## src/rtl/icdma_consts.svh

```systemverilog
// offsets, field values and timing counts of the isa compatible dma block
`ifndef ICDMA_CONSTS_SVH
`define ICDMA_CONSTS_SVH
`define ICDMA_OFF_REQ 8'h80
`define ICDMA_OFF_MASK 8'h84
`define ICDMA_OFF_STATUS 8'h88
`define ICDMA_OFF_REFRESH 8'h8C
`define ICDMA_SUB_ADDR 4'h0
`define ICDMA_SUB_COUNT 4'h4
`define ICDMA_SUB_PAGE 4'h8
`define ICDMA_SUB_MODE 4'hC
`define ICDMA_MODE_RESET 8'h00
`define ICDMA_MODE_CASC_RESET 8'hC0
`define ICDMA_MASK_RESET 8'hEF
`define ICDMA_SEL_DEMAND 2'h0
`define ICDMA_SEL_SINGLE 2'h1
`define ICDMA_SEL_BLOCK 2'h2
`define ICDMA_SEL_CASCADE 2'h3
`define ICDMA_XFER_VERIFY 2'h0
`define ICDMA_XFER_TO_MEM 2'h1
`define ICDMA_XFER_FROM_MEM 2'h2
`define ICDMA_CASC_CH 3'h4
`define ICDMA_FIRST_WIDE_CH 3'h5
`define ICDMA_CLK_NS 10
`define ICDMA_STROBE_NS 120
`define ICDMA_STROBE_CYC ((`ICDMA_STROBE_NS + `ICDMA_CLK_NS - 1) / `ICDMA_CLK_NS)
`endif

```

## src/rtl/icdma_pkg.sv

```systemverilog
// types shared by the isa compatible dma block
package icdma_pkg;
  typedef struct packed {
    logic [1:0] sel;
    logic dec;
    logic auto_init;
    logic [1:0] xfer;
    logic [1:0] rsvd;
  } icdma_mode_type;

  typedef struct packed {
    logic io_read_strobe_n;
    logic io_write_strobe_n;
    logic mem_read_strobe_n;
    logic mem_write_strobe_n;
    logic low_mem_read_strobe_n;
    logic low_mem_write_strobe_n;
  } icdma_strobe_type;

  typedef enum logic [2:0] {ST_IDLE, ST_ADDR, ST_XFER, ST_CASCADE, ST_REFRESH} icdma_state_type;
endpackage : icdma_pkg

```

## src/rtl/icdma_arb.sv

```systemverilog
// fixed priority pick of the lowest numbered requesting channel
module icdma_arb
(
  input wire logic [7:0] req,
  output logic valid,
  output logic [2:0] idx
);
  // =========================================
  // priority decode
  function automatic logic [2:0] lowest_set(input logic [7:0] v);
    logic [2:0] r;
    r = 3'h0;
    for (int i = 7; i >= 0; i--)
    begin
      if (v[i])
        r = 3'(i);
    end
    return r;
  endfunction : lowest_set

  // channel 4 sits between 3 and 5, so the cascade ranks at its own slot
  assign valid = |req;
  assign idx = lowest_set(req);
endmodule : icdma_arb

```

## src/rtl/icdma_top.sv

```systemverilog
// isa compatible dma controller with ahb-lite register access
//
// Chosen here: the register offsets and the AHB-Lite register port.
`include "icdma_consts.svh"

// Notes on behaviour
// - seven programmable channels, 0-3 primary unit, 5-7 secondary unit.
// - channel 4 links the units, resets to cascade mode, nothing else.
// - hardware request lines from slave devices are accepted.
// - writing a one to a request register bit starts that channel; here only while that channel's mask bit is clear.
// - channels 0-3 move bytes, address and count step by one byte.
// - channels 5-7 move words; word address is shifted onto the bus.
// - each channel forms a 32-bit address, bits 15:0 from current register (16:1 on word channels); 24 bits reach the pins.
// - the page register supplies address bits 31:16, bits 31:17 on word channels.
// - refresh addresses are generated.
// - at terminal count an auto-init channel reloads its start values.
// - always exactly master or slave; master serves a request or a cascade.
// - in slave mode the block decodes and answers its register accesses.
// - strobe timing and byte or word width control for every transfer.
// - below 16 Mbytes the memory read or write strobe is driven.
// - below 1 Mbyte the low memory strobes are driven too.
// - at or above 16 Mbytes the memory strobes are suppressed.
module icdma_top
  import icdma_pkg::*;
(
  input wire logic hclk,
  input wire logic hresetn,
  input wire logic hsel,
  input wire logic [31:0] haddr,
  input wire logic [1:0] htrans,
  input wire logic hwrite,
  input wire logic [2:0] hsize,
  input wire logic [31:0] hwdata,
  input wire logic hready,
  output logic hreadyout,
  output logic [31:0] hrdata,
  output logic hresp,
  input wire logic [7:0] dreq,
  input wire logic refresh_req,
  output logic [7:0] dack,
  output logic [23:0] dma_addr,
  output icdma_strobe_type strobes,
  output logic byte_high_en_n,
  output logic aen,
  output logic terminal_count,
  output logic master_mode
);
  // =========================================
  // functions
  function automatic logic [31:0] chan_addr(input logic [2:0] ch, input logic [15:0] cur,
                                            input logic [15:0] page);
    if (ch >= `ICDMA_FIRST_WIDE_CH)
      return {page[15:1], cur, 1'b0};
    return {page, cur};
  endfunction : chan_addr

  function automatic logic below_16m(input logic [31:0] a);
    return a[31:24] == 8'h00;
  endfunction : below_16m

  // =========================================
  // input synchronisers
  logic [7:0] dreq_meta_reg, dreq_sync_reg;
  logic [2:0] refresh_sync_reg;
  logic refresh_rise;

  always_ff @(posedge hclk or negedge hresetn)
  begin
    if (!hresetn)
    begin
      dreq_meta_reg <= 8'h00;
      dreq_sync_reg <= 8'h00;
      refresh_sync_reg <= 3'h0;
    end
    else
    begin
      dreq_meta_reg <= dreq;
      dreq_sync_reg <= dreq_meta_reg;
      refresh_sync_reg <= {refresh_sync_reg[1:0], refresh_req};
    end
  end

  assign refresh_rise = refresh_sync_reg[1] & ~refresh_sync_reg[2];

  // =========================================
  // declarations
  logic [15:0] base_addr_reg[8], base_addr_next[8];
  logic [15:0] cur_addr_reg[8], cur_addr_next[8];
  logic [15:0] base_count_reg[8], base_count_next[8];
  logic [15:0] cur_count_reg[8], cur_count_next[8];
  logic [15:0] page_reg[8], page_next[8];
  icdma_mode_type mode_reg[8], mode_next[8];
  logic [7:0] sw_req_reg, sw_req_next, mask_reg, mask_next, tc_status_reg, tc_status_next;
  logic refresh_pend_reg, refresh_pend_next;
  logic [15:0] refresh_addr_reg, refresh_addr_next;
  logic wr_pend_reg, wr_pend_next;
  logic [7:0] wr_addr_reg, wr_addr_next;
  logic [31:0] hrdata_reg, hrdata_next;
  icdma_state_type state_reg, state_next;
  logic [2:0] act_reg, act_next;
  logic [3:0] cnt_reg, cnt_next;
  logic [31:0] xfer_addr_reg, xfer_addr_next;
  icdma_strobe_type strobes_reg, strobes_next;
  logic [7:0] dack_reg, dack_next;
  logic bhe_n_reg, bhe_n_next, aen_reg, aen_next, tc_reg, tc_next, master_reg, master_next;
  logic addr_phase, status_rd, wr_chan, step_done, act_tc, arb_valid;
  logic [2:0] arb_idx, wr_ch;
  logic [7:0] eff_req;
  logic [31:0] rd_word;

  // =========================================
  // ahb-lite slave
  // zero wait states; read data is fetched in the address phase
  assign addr_phase = hsel & htrans[1] & hready;
  assign status_rd = addr_phase & ~hwrite & (haddr == {24'h000000, `ICDMA_OFF_STATUS});
  assign wr_chan = wr_pend_reg & ~wr_addr_reg[7];
  assign wr_ch = wr_addr_reg[6:4];
  assign hreadyout = 1'b1;
  assign hresp = 1'b0;
  assign hrdata = hrdata_reg;

  always_comb
  begin
    rd_word = 32'h00000000;
    if (haddr[31:8] == 24'h000000 && !haddr[7])
    begin
      unique case (haddr[3:0])
        `ICDMA_SUB_ADDR: rd_word = {16'h0000, cur_addr_reg[haddr[6:4]]};
        `ICDMA_SUB_COUNT: rd_word = {16'h0000, cur_count_reg[haddr[6:4]]};
        `ICDMA_SUB_PAGE: rd_word = {16'h0000, page_reg[haddr[6:4]]};
        `ICDMA_SUB_MODE: rd_word = {24'h000000, mode_reg[haddr[6:4]]};
        default: rd_word = 32'h00000000;
      endcase
    end
    else if (haddr[31:8] == 24'h000000)
    begin
      unique case (haddr[7:0])
        `ICDMA_OFF_REQ: rd_word = {24'h000000, sw_req_reg};
        `ICDMA_OFF_MASK: rd_word = {24'h000000, mask_reg};
        `ICDMA_OFF_STATUS: rd_word = {15'h0000, master_reg, eff_req, tc_status_reg};
        `ICDMA_OFF_REFRESH: rd_word = {16'h0000, refresh_addr_reg};
        default: rd_word = 32'h00000000;
      endcase
    end
  end

  always_comb
  begin
    wr_pend_next = addr_phase & hwrite;
    wr_addr_next = addr_phase ? haddr[7:0] : wr_addr_reg;
    if (haddr[31:8] != 24'h000000)
      wr_pend_next = 1'b0;
    hrdata_next = (addr_phase & ~hwrite) ? rd_word : hrdata_reg;
  end

  always_ff @(posedge hclk or negedge hresetn)
  begin
    if (!hresetn)
    begin
      wr_pend_reg <= 1'b0;
      wr_addr_reg <= 8'h00;
      hrdata_reg <= 32'h00000000;
    end
    else
    begin
      wr_pend_reg <= wr_pend_next;
      wr_addr_reg <= wr_addr_next;
      hrdata_reg <= hrdata_next;
    end
  end

  // =========================================
  // channel registers
  assign step_done = (state_reg == ST_XFER) && (cnt_reg == 4'h0);
  assign act_tc = cur_count_reg[act_reg] == 16'h0000;

  always_comb
  begin
    base_addr_next = base_addr_reg;
    cur_addr_next = cur_addr_reg;
    base_count_next = base_count_reg;
    cur_count_next = cur_count_reg;
    page_next = page_reg;
    mode_next = mode_reg;
    if (step_done)
    begin
      // word channels step the word address by one, shifted later
      cur_addr_next[act_reg] = mode_reg[act_reg].dec ? cur_addr_reg[act_reg] - 16'h0001
                                                     : cur_addr_reg[act_reg] + 16'h0001;
      cur_count_next[act_reg] = cur_count_reg[act_reg] - 16'h0001;
      if (act_tc && mode_reg[act_reg].auto_init)
      begin
        cur_addr_next[act_reg] = base_addr_reg[act_reg];
        cur_count_next[act_reg] = base_count_reg[act_reg];
      end
    end
    if (wr_chan)
    begin
      unique case (wr_addr_reg[3:0])
        `ICDMA_SUB_ADDR:
        begin
          base_addr_next[wr_ch] = hwdata[15:0];
          cur_addr_next[wr_ch] = hwdata[15:0];
        end
        `ICDMA_SUB_COUNT:
        begin
          base_count_next[wr_ch] = hwdata[15:0];
          cur_count_next[wr_ch] = hwdata[15:0];
        end
        `ICDMA_SUB_PAGE: page_next[wr_ch] = hwdata[15:0];
        `ICDMA_SUB_MODE: mode_next[wr_ch] = hwdata[7:0];
        default: ;
      endcase
    end
    mode_next[`ICDMA_CASC_CH].sel = `ICDMA_SEL_CASCADE;
  end

  always_ff @(posedge hclk or negedge hresetn)
  begin
    if (!hresetn)
    begin
      for (int i = 0; i < 8; i++)
      begin
        base_addr_reg[i] <= 16'h0000;
        cur_addr_reg[i] <= 16'h0000;
        base_count_reg[i] <= 16'h0000;
        cur_count_reg[i] <= 16'h0000;
        page_reg[i] <= 16'h0000;
        mode_reg[i] <= (i == 4) ? `ICDMA_MODE_CASC_RESET : `ICDMA_MODE_RESET;
      end
    end
    else
    begin
      base_addr_reg <= base_addr_next;
      cur_addr_reg <= cur_addr_next;
      base_count_reg <= base_count_next;
      cur_count_reg <= cur_count_next;
      page_reg <= page_next;
      mode_reg <= mode_next;
    end
  end

  // =========================================
  // global control and status
  // a set in the same cycle as a clear always wins
  always_comb
  begin
    sw_req_next = sw_req_reg;
    mask_next = mask_reg;
    tc_status_next = status_rd ? 8'h00 : tc_status_reg;
    refresh_pend_next = (state_next == ST_REFRESH) ? 1'b0 : refresh_pend_reg;
    refresh_addr_next = refresh_addr_reg;
    if (step_done && act_tc)
    begin
      sw_req_next[act_reg] = 1'b0;
      tc_status_next[act_reg] = 1'b1;
    end
    if (state_reg == ST_REFRESH && cnt_reg == 4'h0)
      refresh_addr_next = refresh_addr_reg + 16'h0001;
    if (wr_pend_reg && wr_addr_reg == `ICDMA_OFF_REQ)
      sw_req_next = sw_req_next | hwdata[7:0];
    if (wr_pend_reg && wr_addr_reg == `ICDMA_OFF_MASK)
      mask_next = hwdata[7:0];
    if (wr_pend_reg && wr_addr_reg == `ICDMA_OFF_REFRESH)
      refresh_addr_next = hwdata[15:0];
    if (refresh_rise)
      refresh_pend_next = 1'b1;
  end

  always_ff @(posedge hclk or negedge hresetn)
  begin
    if (!hresetn)
    begin
      sw_req_reg <= 8'h00;
      mask_reg <= `ICDMA_MASK_RESET;
      tc_status_reg <= 8'h00;
      refresh_pend_reg <= 1'b0;
      refresh_addr_reg <= 16'h0000;
    end
    else
    begin
      sw_req_reg <= sw_req_next;
      mask_reg <= mask_next;
      tc_status_reg <= tc_status_next;
      refresh_pend_reg <= refresh_pend_next;
      refresh_addr_reg <= refresh_addr_next;
    end
  end

  // =========================================
  // arbitration and transfer sequencing
  assign eff_req = (dreq_sync_reg | sw_req_reg) & ~mask_reg;

  icdma_arb arb_u
  (
    .req(eff_req),
    .valid(arb_valid),
    .idx(arb_idx)
  );

  always_comb
  begin
    state_next = state_reg;
    act_next = act_reg;
    cnt_next = (cnt_reg != 4'h0) ? cnt_reg - 4'h1 : 4'h0;
    unique case (state_reg)
      ST_IDLE:
      begin
        // refresh goes first from idle; a block or demand run keeps the bus until it ends
        if (refresh_pend_reg)
        begin
          state_next = ST_REFRESH;
          cnt_next = 4'(`ICDMA_STROBE_CYC - 1);
        end
        else if (arb_valid)
        begin
          act_next = arb_idx;
          state_next = (mode_reg[arb_idx].sel == `ICDMA_SEL_CASCADE) ? ST_CASCADE : ST_ADDR;
        end
      end
      ST_ADDR:
      begin
        state_next = ST_XFER;
        cnt_next = 4'(`ICDMA_STROBE_CYC - 1);
      end
      ST_XFER:
      begin
        if (cnt_reg == 4'h0)
        begin
          state_next = ST_IDLE;
          if (!act_tc && mode_reg[act_reg].sel == `ICDMA_SEL_BLOCK)
            state_next = ST_ADDR;
          if (!act_tc && mode_reg[act_reg].sel == `ICDMA_SEL_DEMAND && eff_req[act_reg])
            state_next = ST_ADDR;
        end
      end
      ST_CASCADE:
      begin
        if (!eff_req[act_reg])
          state_next = ST_IDLE;
      end
      ST_REFRESH:
      begin
        if (cnt_reg == 4'h0)
          state_next = ST_IDLE;
      end
    endcase
  end

  always_comb
  begin
    xfer_addr_next = chan_addr(act_next, cur_addr_next[act_next], page_reg[act_next]);
    strobes_next = '1;
    dack_next = 8'h00;
    aen_next = 1'b0;
    bhe_n_next = 1'b1;
    tc_next = 1'b0;
    master_next = state_next != ST_IDLE;
    if (state_next == ST_REFRESH)
    begin
      xfer_addr_next = {16'h0000, refresh_addr_reg};
      aen_next = 1'b1;
      strobes_next.mem_read_strobe_n = 1'b0;
      strobes_next.low_mem_read_strobe_n = 1'b0;
    end
    if (state_next == ST_ADDR || state_next == ST_XFER)
    begin
      aen_next = 1'b1;
      dack_next[act_next] = 1'b1;
      bhe_n_next = act_next < `ICDMA_FIRST_WIDE_CH;
    end
    if (state_next == ST_XFER)
    begin
      tc_next = (cnt_next == 4'h0) && (cur_count_reg[act_next] == 16'h0000);
      if (mode_reg[act_next].xfer == `ICDMA_XFER_TO_MEM)
      begin
        strobes_next.io_read_strobe_n = 1'b0;
        strobes_next.mem_write_strobe_n = !below_16m(xfer_addr_next);
        strobes_next.low_mem_write_strobe_n = xfer_addr_next[31:20] != 12'h000;
      end
      if (mode_reg[act_next].xfer == `ICDMA_XFER_FROM_MEM)
      begin
        strobes_next.io_write_strobe_n = 1'b0;
        strobes_next.mem_read_strobe_n = !below_16m(xfer_addr_next);
        strobes_next.low_mem_read_strobe_n = xfer_addr_next[31:20] != 12'h000;
      end
    end
    if (state_next == ST_CASCADE)
      dack_next[act_next] = 1'b1;
  end

  always_ff @(posedge hclk or negedge hresetn)
  begin
    if (!hresetn)
    begin
      state_reg <= ST_IDLE;
      act_reg <= 3'h0;
      cnt_reg <= 4'h0;
      xfer_addr_reg <= 32'h00000000;
      strobes_reg <= '1;
      dack_reg <= 8'h00;
      bhe_n_reg <= 1'b1;
      aen_reg <= 1'b0;
      tc_reg <= 1'b0;
      master_reg <= 1'b0;
    end
    else
    begin
      state_reg <= state_next;
      act_reg <= act_next;
      cnt_reg <= cnt_next;
      xfer_addr_reg <= xfer_addr_next;
      strobes_reg <= strobes_next;
      dack_reg <= dack_next;
      bhe_n_reg <= bhe_n_next;
      aen_reg <= aen_next;
      tc_reg <= tc_next;
      master_reg <= master_next;
    end
  end

  assign dma_addr = xfer_addr_reg[23:0];
  assign strobes = strobes_reg;
  assign dack = dack_reg;
  assign byte_high_en_n = bhe_n_reg;
  assign aen = aen_reg;
  assign terminal_count = tc_reg;
  assign master_mode = master_reg;
endmodule : icdma_top

```

## config.mk

```make
export PLATFORM = sky130hd
export DESIGN_NAME = icdma_top
export DESIGN_NICKNAME = d
export VERILOG_FILES = /design/src/rtl/icdma_pkg.sv /design/src/rtl/icdma_arb.sv /design/src/rtl/icdma_top.sv
export VERILOG_INCLUDE_DIRS = /design/src /design/src/rtl
export SDC_FILE = /design/constraint.sdc
export NUM_CORES = 2
export LEC_CHECK = 0
export BUFFER_PORTS_ARGS = -buffer_cell sky130_fd_sc_hd__buf_4
export CELL_PAD_IN_SITES_DETAIL_PLACEMENT = 1
export CELL_PAD_IN_SITES_GLOBAL_PLACEMENT = 2
export CORE_MARGIN = 1
export CORE_UTILIZATION = 41
export CTS_CLUSTER_DIAMETER = 150
export DETAILED_ROUTE_END_ITERATION = 10
export PLACE_DENSITY = 0.86
export SYNTH_ARGS = -nofsm -noshare
export SYNTH_HDL_FRONTEND = slang
export SYNTH_HIERARCHICAL = 1
export SYNTH_SLANG_ARGS = --single-unit
```

## constraint.sdc

```tcl
create_clock -name hclk -period 8.4 [get_ports hclk]
set_input_delay 0.42 -clock hclk [delete_from_list [all_inputs] [get_ports hclk]]
set_output_delay 0.42 -clock hclk [all_outputs]
set_load 0.01 [all_outputs]
```

Word level (Yosys, flattened, before mapping)
Cells that the tools add are included.

Bits in read-only memories: 0. RAM bits: 0. Bits in latches: 0. Memories kept: 0. Register bits after elaboration: 855. Output and inout port bits: 76. Logic and storage cells: 339.

Shift-type cells: 0. Add/subtract/negate cells: 5. Div/mod/pow operators: 0. Multiplexer cells: 126. Equality and inequality tests: 26. $lt $le $gt $ge: 13. $mul: 0. Reductions and logical operators: 41. Bitwise gates (word level): 23.

Operators with widths (count): $bwmux W128 (9); $mux W128 (8); $bmux W16 S3 (10); $mux W16 (25); $mux W32 (4); $mux W8 (13); $bmux W8 S3 (4); $demux W16 S3 (2); $pmux W17 S4 (1); $bwmux W64 (1); $pmux W16 S4 (1); $eq A8 B8 Y1 const B (7); $mux W3 (17); $add A16 B1 Y16 const B (2); $eq A32 B8 Y1 const B (1); $logic_not A16 Y1 (2); $or A8 B8 Y8 (4); $sub A16 B1 Y16 const B (2); $demux W8 S3 (1); $logic_not A24 Y1 (1); $reduce_bool A24 Y1 (1); $ge A4 B4 Y1 const B (5); $not A3 Y4 (5); $mux W1 (17); 38 further kinds (91).

Longest topological paths before layout
Depth in word-level cells: 25. Depth in mapped cells: 27.

Modules after synthesis
The synthesis kept the hierarchy.

By module, submodules not included: icdma_top (times used 1, cells each 4697, area each 45611.2 um2, sequential area each 21037.7 um2); icdma_arb (times used 1, cells each 13, area each 81.3 um2, sequential area each 0.0 um2).

Least setup slack after synthesis
No wires, ideal clock.

Path kind: reg-to-reg. Start point: reg act_reg[1]. End point: reg xfer_addr_reg[16]. Data arrival time: 5.670 ns. Slack: 2.604 ns. Buffers on the path: 9. Cell stages (with the launch flop): 24. Library setup time: 0.126 ns. Path through: dfrtp_1 buf_6 buf_6 buf_2 buf_2 buf_2 buf_2 buf_4 buf_2 buf_2 mux4_2 a221o_1 ha_1 and4_1 and3_1 and3_1 a2111oi_0 o21ai_0 a22oi_2 o31ai_1 o211a_1 a2111oi_2 nand2_1 o311a_1.

Longest elaborated chain between the ends: 19. Elaborated cells on any way between the ends: 59.

Ends and longest elaborated chain: start: declaration (line icdma_top.sv:100) `logic [2:0] act_reg, act_next;`; start signal: assignment (line icdma_top.sv:410) `act_reg <= act_next;`; $not A3 Y4; $bmux W16 S3 (line icdma_top.sv:188, icdma_top.sv:189); $mux W16 (not written as such) (2 in a row) (line icdma_top.sv:188, icdma_top.sv:189); $add A16 B1 Y16 / $sub A16 B1 Y16 (equally long branches) (line icdma_top.sv:189, icdma_top.sv:188); $mux W16 (line icdma_top.sv:188) `cur_addr_next[act_reg] = mode_reg[act_reg].dec ? cur_addr_reg[act_reg] - 16'h0001`; $bwmux W128 (line icdma_top.sv:188); $bwmux W128 (line icdma_top.sv:193) `cur_addr_next[act_reg] = base_addr_reg[act_reg];`; $mux W128 (line icdma_top.sv:191) `if (act_tc && mode_reg[act_reg].auto_init)`; [2 not listed]; $mux W128 (line icdma_top.sv:199) `unique case (wr_addr_reg[3:0])`; $mux W128 (line icdma_top.sv:197) `if (wr_chan)`; $bmux W16 S3 (line icdma_top.sv:352) `xfer_addr_next = chan_addr(act_next, cur_addr_next[act_next], page_reg[act_next]);`; $mux W16 (not written as such) (2 in a row) (line icdma_top.sv:352); $mux W32 (line icdma_top.sv:52) `` if (ch >= `ICDMA_FIRST_WIDE_CH) ``; $mux W32 (line icdma_top.sv:54) `return {page, cur};`; $mux W32 * (line icdma_top.sv:359) `if (state_next == ST_REFRESH)`; named net xfer_addr_next[16] (line icdma_top.sv:102) `logic [31:0] xfer_addr_reg, xfer_addr_next;`; end signal: assignment (line icdma_top.sv:412) `xfer_addr_reg <= xfer_addr_next;`; end: declaration (line icdma_top.sv:102).

The timed path passes the listed nets; every way through them passes the cells marked *. The select of a mux whose other input is x is not followed. A chain may end at the register's enable or synchronous reset.

==> impl_metrics.yaml <==
logic_synthesis:
  yosysSeqAreaShare: 0.460
  synth_edf_count: 0
  syn_area_per_cell_um2: 9.70
  synthesis.area_mm2: 0.0457
  yosys.cell_types.count: 101
  synth-seq-cells: 840
  synth_cells: 4710
  yosysWarnings: 6
  synthArstFlopShare: 1.00
  synth_flop_cell: "dfrtp_1"
place:
  place_congestion: 0.966
  dpl_worst_slack_ns: 1.89
  dp_hpwl_mm: 140
  numPortBuffers: 121
global_route:
  grt_pass1_wl_mm: 311
  overflow: 0
  grt_max_degree: 151
  antenna_found_initial: 9
  grt.total_usage: 0.383
  first_global_vias: 42900
floorplan:
  initial_core_util: 0.413
  fp.dieW_um: 336
  die_y_um: 336
  io_pins: 159
  dieArea_mm2: 0.113
  num_rows: 122
  core_mm2: 0.111
final_layout:
  areaGrowthSynthToFinish_pct: 13.2
  mostFrequentLayoutCells: "nand2_1 (1059), dfrtp_1 (823), o21ai_0 (298)"
  fin_nets: 4814
  final_util: 0.468
  final_common_cell: "nand2_1"
  drive_gt1_frac: 0.194
critical_path:
  timing.rr.start: "act_reg[2]$_DFF_PN0_"
  cp-start-kind: "flip-flop"
  worst_path_most_repeated_cell: "a22o_1"
  end_kind: "flip-flop"
  path_delay_family: "compound AO/OA/AOI/OAI gates"
  path_max_fanout: 47
  critical_path_class: "flip-flop to flip-flop"
  cp.required_ns: 9.01
  slowest_delay_ns: 0.96
  crit_start: "act_reg[2]$_DFF_PN0_"
  arrival_ns: 7.56
  crit_path_top_delay_cell: "dfrtp_4"
  worst-path-buf-inv: 2
  path_cells: "buf_4, and3_2, buf_4, a22oi_1, nand3_1, ha_1, a21o_1, o21ai_0, a31oi_1, a2111oi_0, o21ai_0, a22o_1, a31o_1, a22o_1, nor4_2, nand2_1, a22o_1"
timing:
  finClkSkew_ns: 0.0298
  rsz0062_at_grt: "no"
  tightest_slew_ns: 1.36
  fin_tns_setup_ns: 0
  fmax_mhz: 144
  holdWs_ns: 0.00499
  finalHoldViolCount: 0
  period_needed_ns: 6.95
  drv_slew: 0
  setup_slack_ns: 1.45
  maxSlewHeadroom: 0.0890
  finalSetupViolations: 0
  min_period_over_period: 0.827
routing:
  wirelength_mm: 217
  first_iter_violations: 5359
  routedWlPerCell_um: 34.5
  ant_nets: 0
  dr.pass1.iters: 7
  vias: 42600
  drt-vias-per-instance: 6.78
  post-route-drc-count: 0
clock_tree:
  clockRootBuffer: "clkbuf_16"
  cts_tree: "yes"
  htreeDepth: 3
  cts_max_path_buffers: 3
  cts_sinks: 840
  insertion_delay_ns: 0.73
  post_cts_resized: 0
  path_clk_slew_ns: 0.06
  cts_buffers: 95
power:
  power_density_mw_per_mm2: 329
  leakage_nw: 20.7
  finalPower_mw: 17.0
  peakVddDrop_uv: 164
flow_run:
  drv_cap: 0
hold_path:
  hold_class: "input pin to flip-flop"
  holdCritStartpoint: "haddr[2]"
status:
  status: "completed"
[synth_stat cells, types with 38 or more instances]
library cell     n  share of area
mux2_2         243          0.060
clkbuf_1       279          0.023
o21ai_0        298          0.033
a22oi_1        104          0.017
a221oi_1        70          0.013
a22o_1          54          0.010
dfrtp_1        826           0.45
nand3_1         91          0.010
mux2i_1        166          0.036
nor2_1         303          0.025
nand2_1       1061          0.087
a21oi_1        148          0.016
mux4_2         134          0.066
nor4_1          55         0.0075
nor3_1          87         0.0095
buf_1           57         0.0047
o211ai_1        38         0.0062
o22ai_1         50         0.0068
[what timing repair did]
item                      in CTS  in global routing
hold endpoints to repair      88                  0
setup buffers                  0                  0
hold buffers                  16                  0
[stage by stage]
stage | instance area [um2] | instances
after floorplan | 45700 | 4725
after global placement | 48300 | 6088
after detailed placement | 48300 | 6088
after CTS | 51700 | 6277
after global routing | 51700 | 6278
final | 51700 | 6286
[cell families after synthesis]
group / after synthesis / share of synthesized area
AND/OR/NAND/NOR: 1771 / 0.167
AO/OA/AOI/OAI: 1072 / 0.158
flip-flops: 840 / 0.460
multiplexers: 550 / 0.164
buffers and inverters: 423 / 0.0379
XOR/XNOR: 35 / 0.00671
adder cells (fa/ha/maj): 17 / 0.00482
other: 2 / 0.000164
[cell type report]
cell class	count	area, um2
inverter	33	124
multi-input combinational	3462	23200
clock buffer	140	2800
clock inverter	33	458
antenna	8	20.0
timing repair buffer	282	2220
tap	1488	1860
fill	12400	58800
sequential	840	21000
[metal layers]
layer	up-vias	share of wire	GRT usage
li1	17100	-	-
met1	21900	0.38	0.497
met4	8	0.073	0.243
met5	-	0.00024	0
met2	2896	0.43	0.564
met3	757	0.12	0.103
[path summary, 6_finish.rpt]
path / end / slack [ns] / cells past startpoint
max: xfer_addr_reg[15]$_DFF_PN0_ / 1.45 / 17
min: wr_addr_reg[2]$_DFFE_PN0P_ / 0.005 / 2
max reg2reg: xfer_addr_reg[15]$_DFF_PN0_ / 1.45 / 17
min reg2reg: dreq_sync_reg[1]$_DFF_PN0_ / 0.35 / 0
max in group asynchronous: xfer_addr_reg[10]$_DFF_PN0_ / 6.00 / 4
min in group asynchronous: xfer_addr_reg[21]$_DFF_PN0_ / 0.33 / 2
[power breakdown]
group	leakage, nW	switching, mW	internal, mW
clock	1.60	1.87	2.59
combinational	10.4	5.10	2.36
sequential	8.65	0.651	4.45
Power figures use the tool's default switching activity.
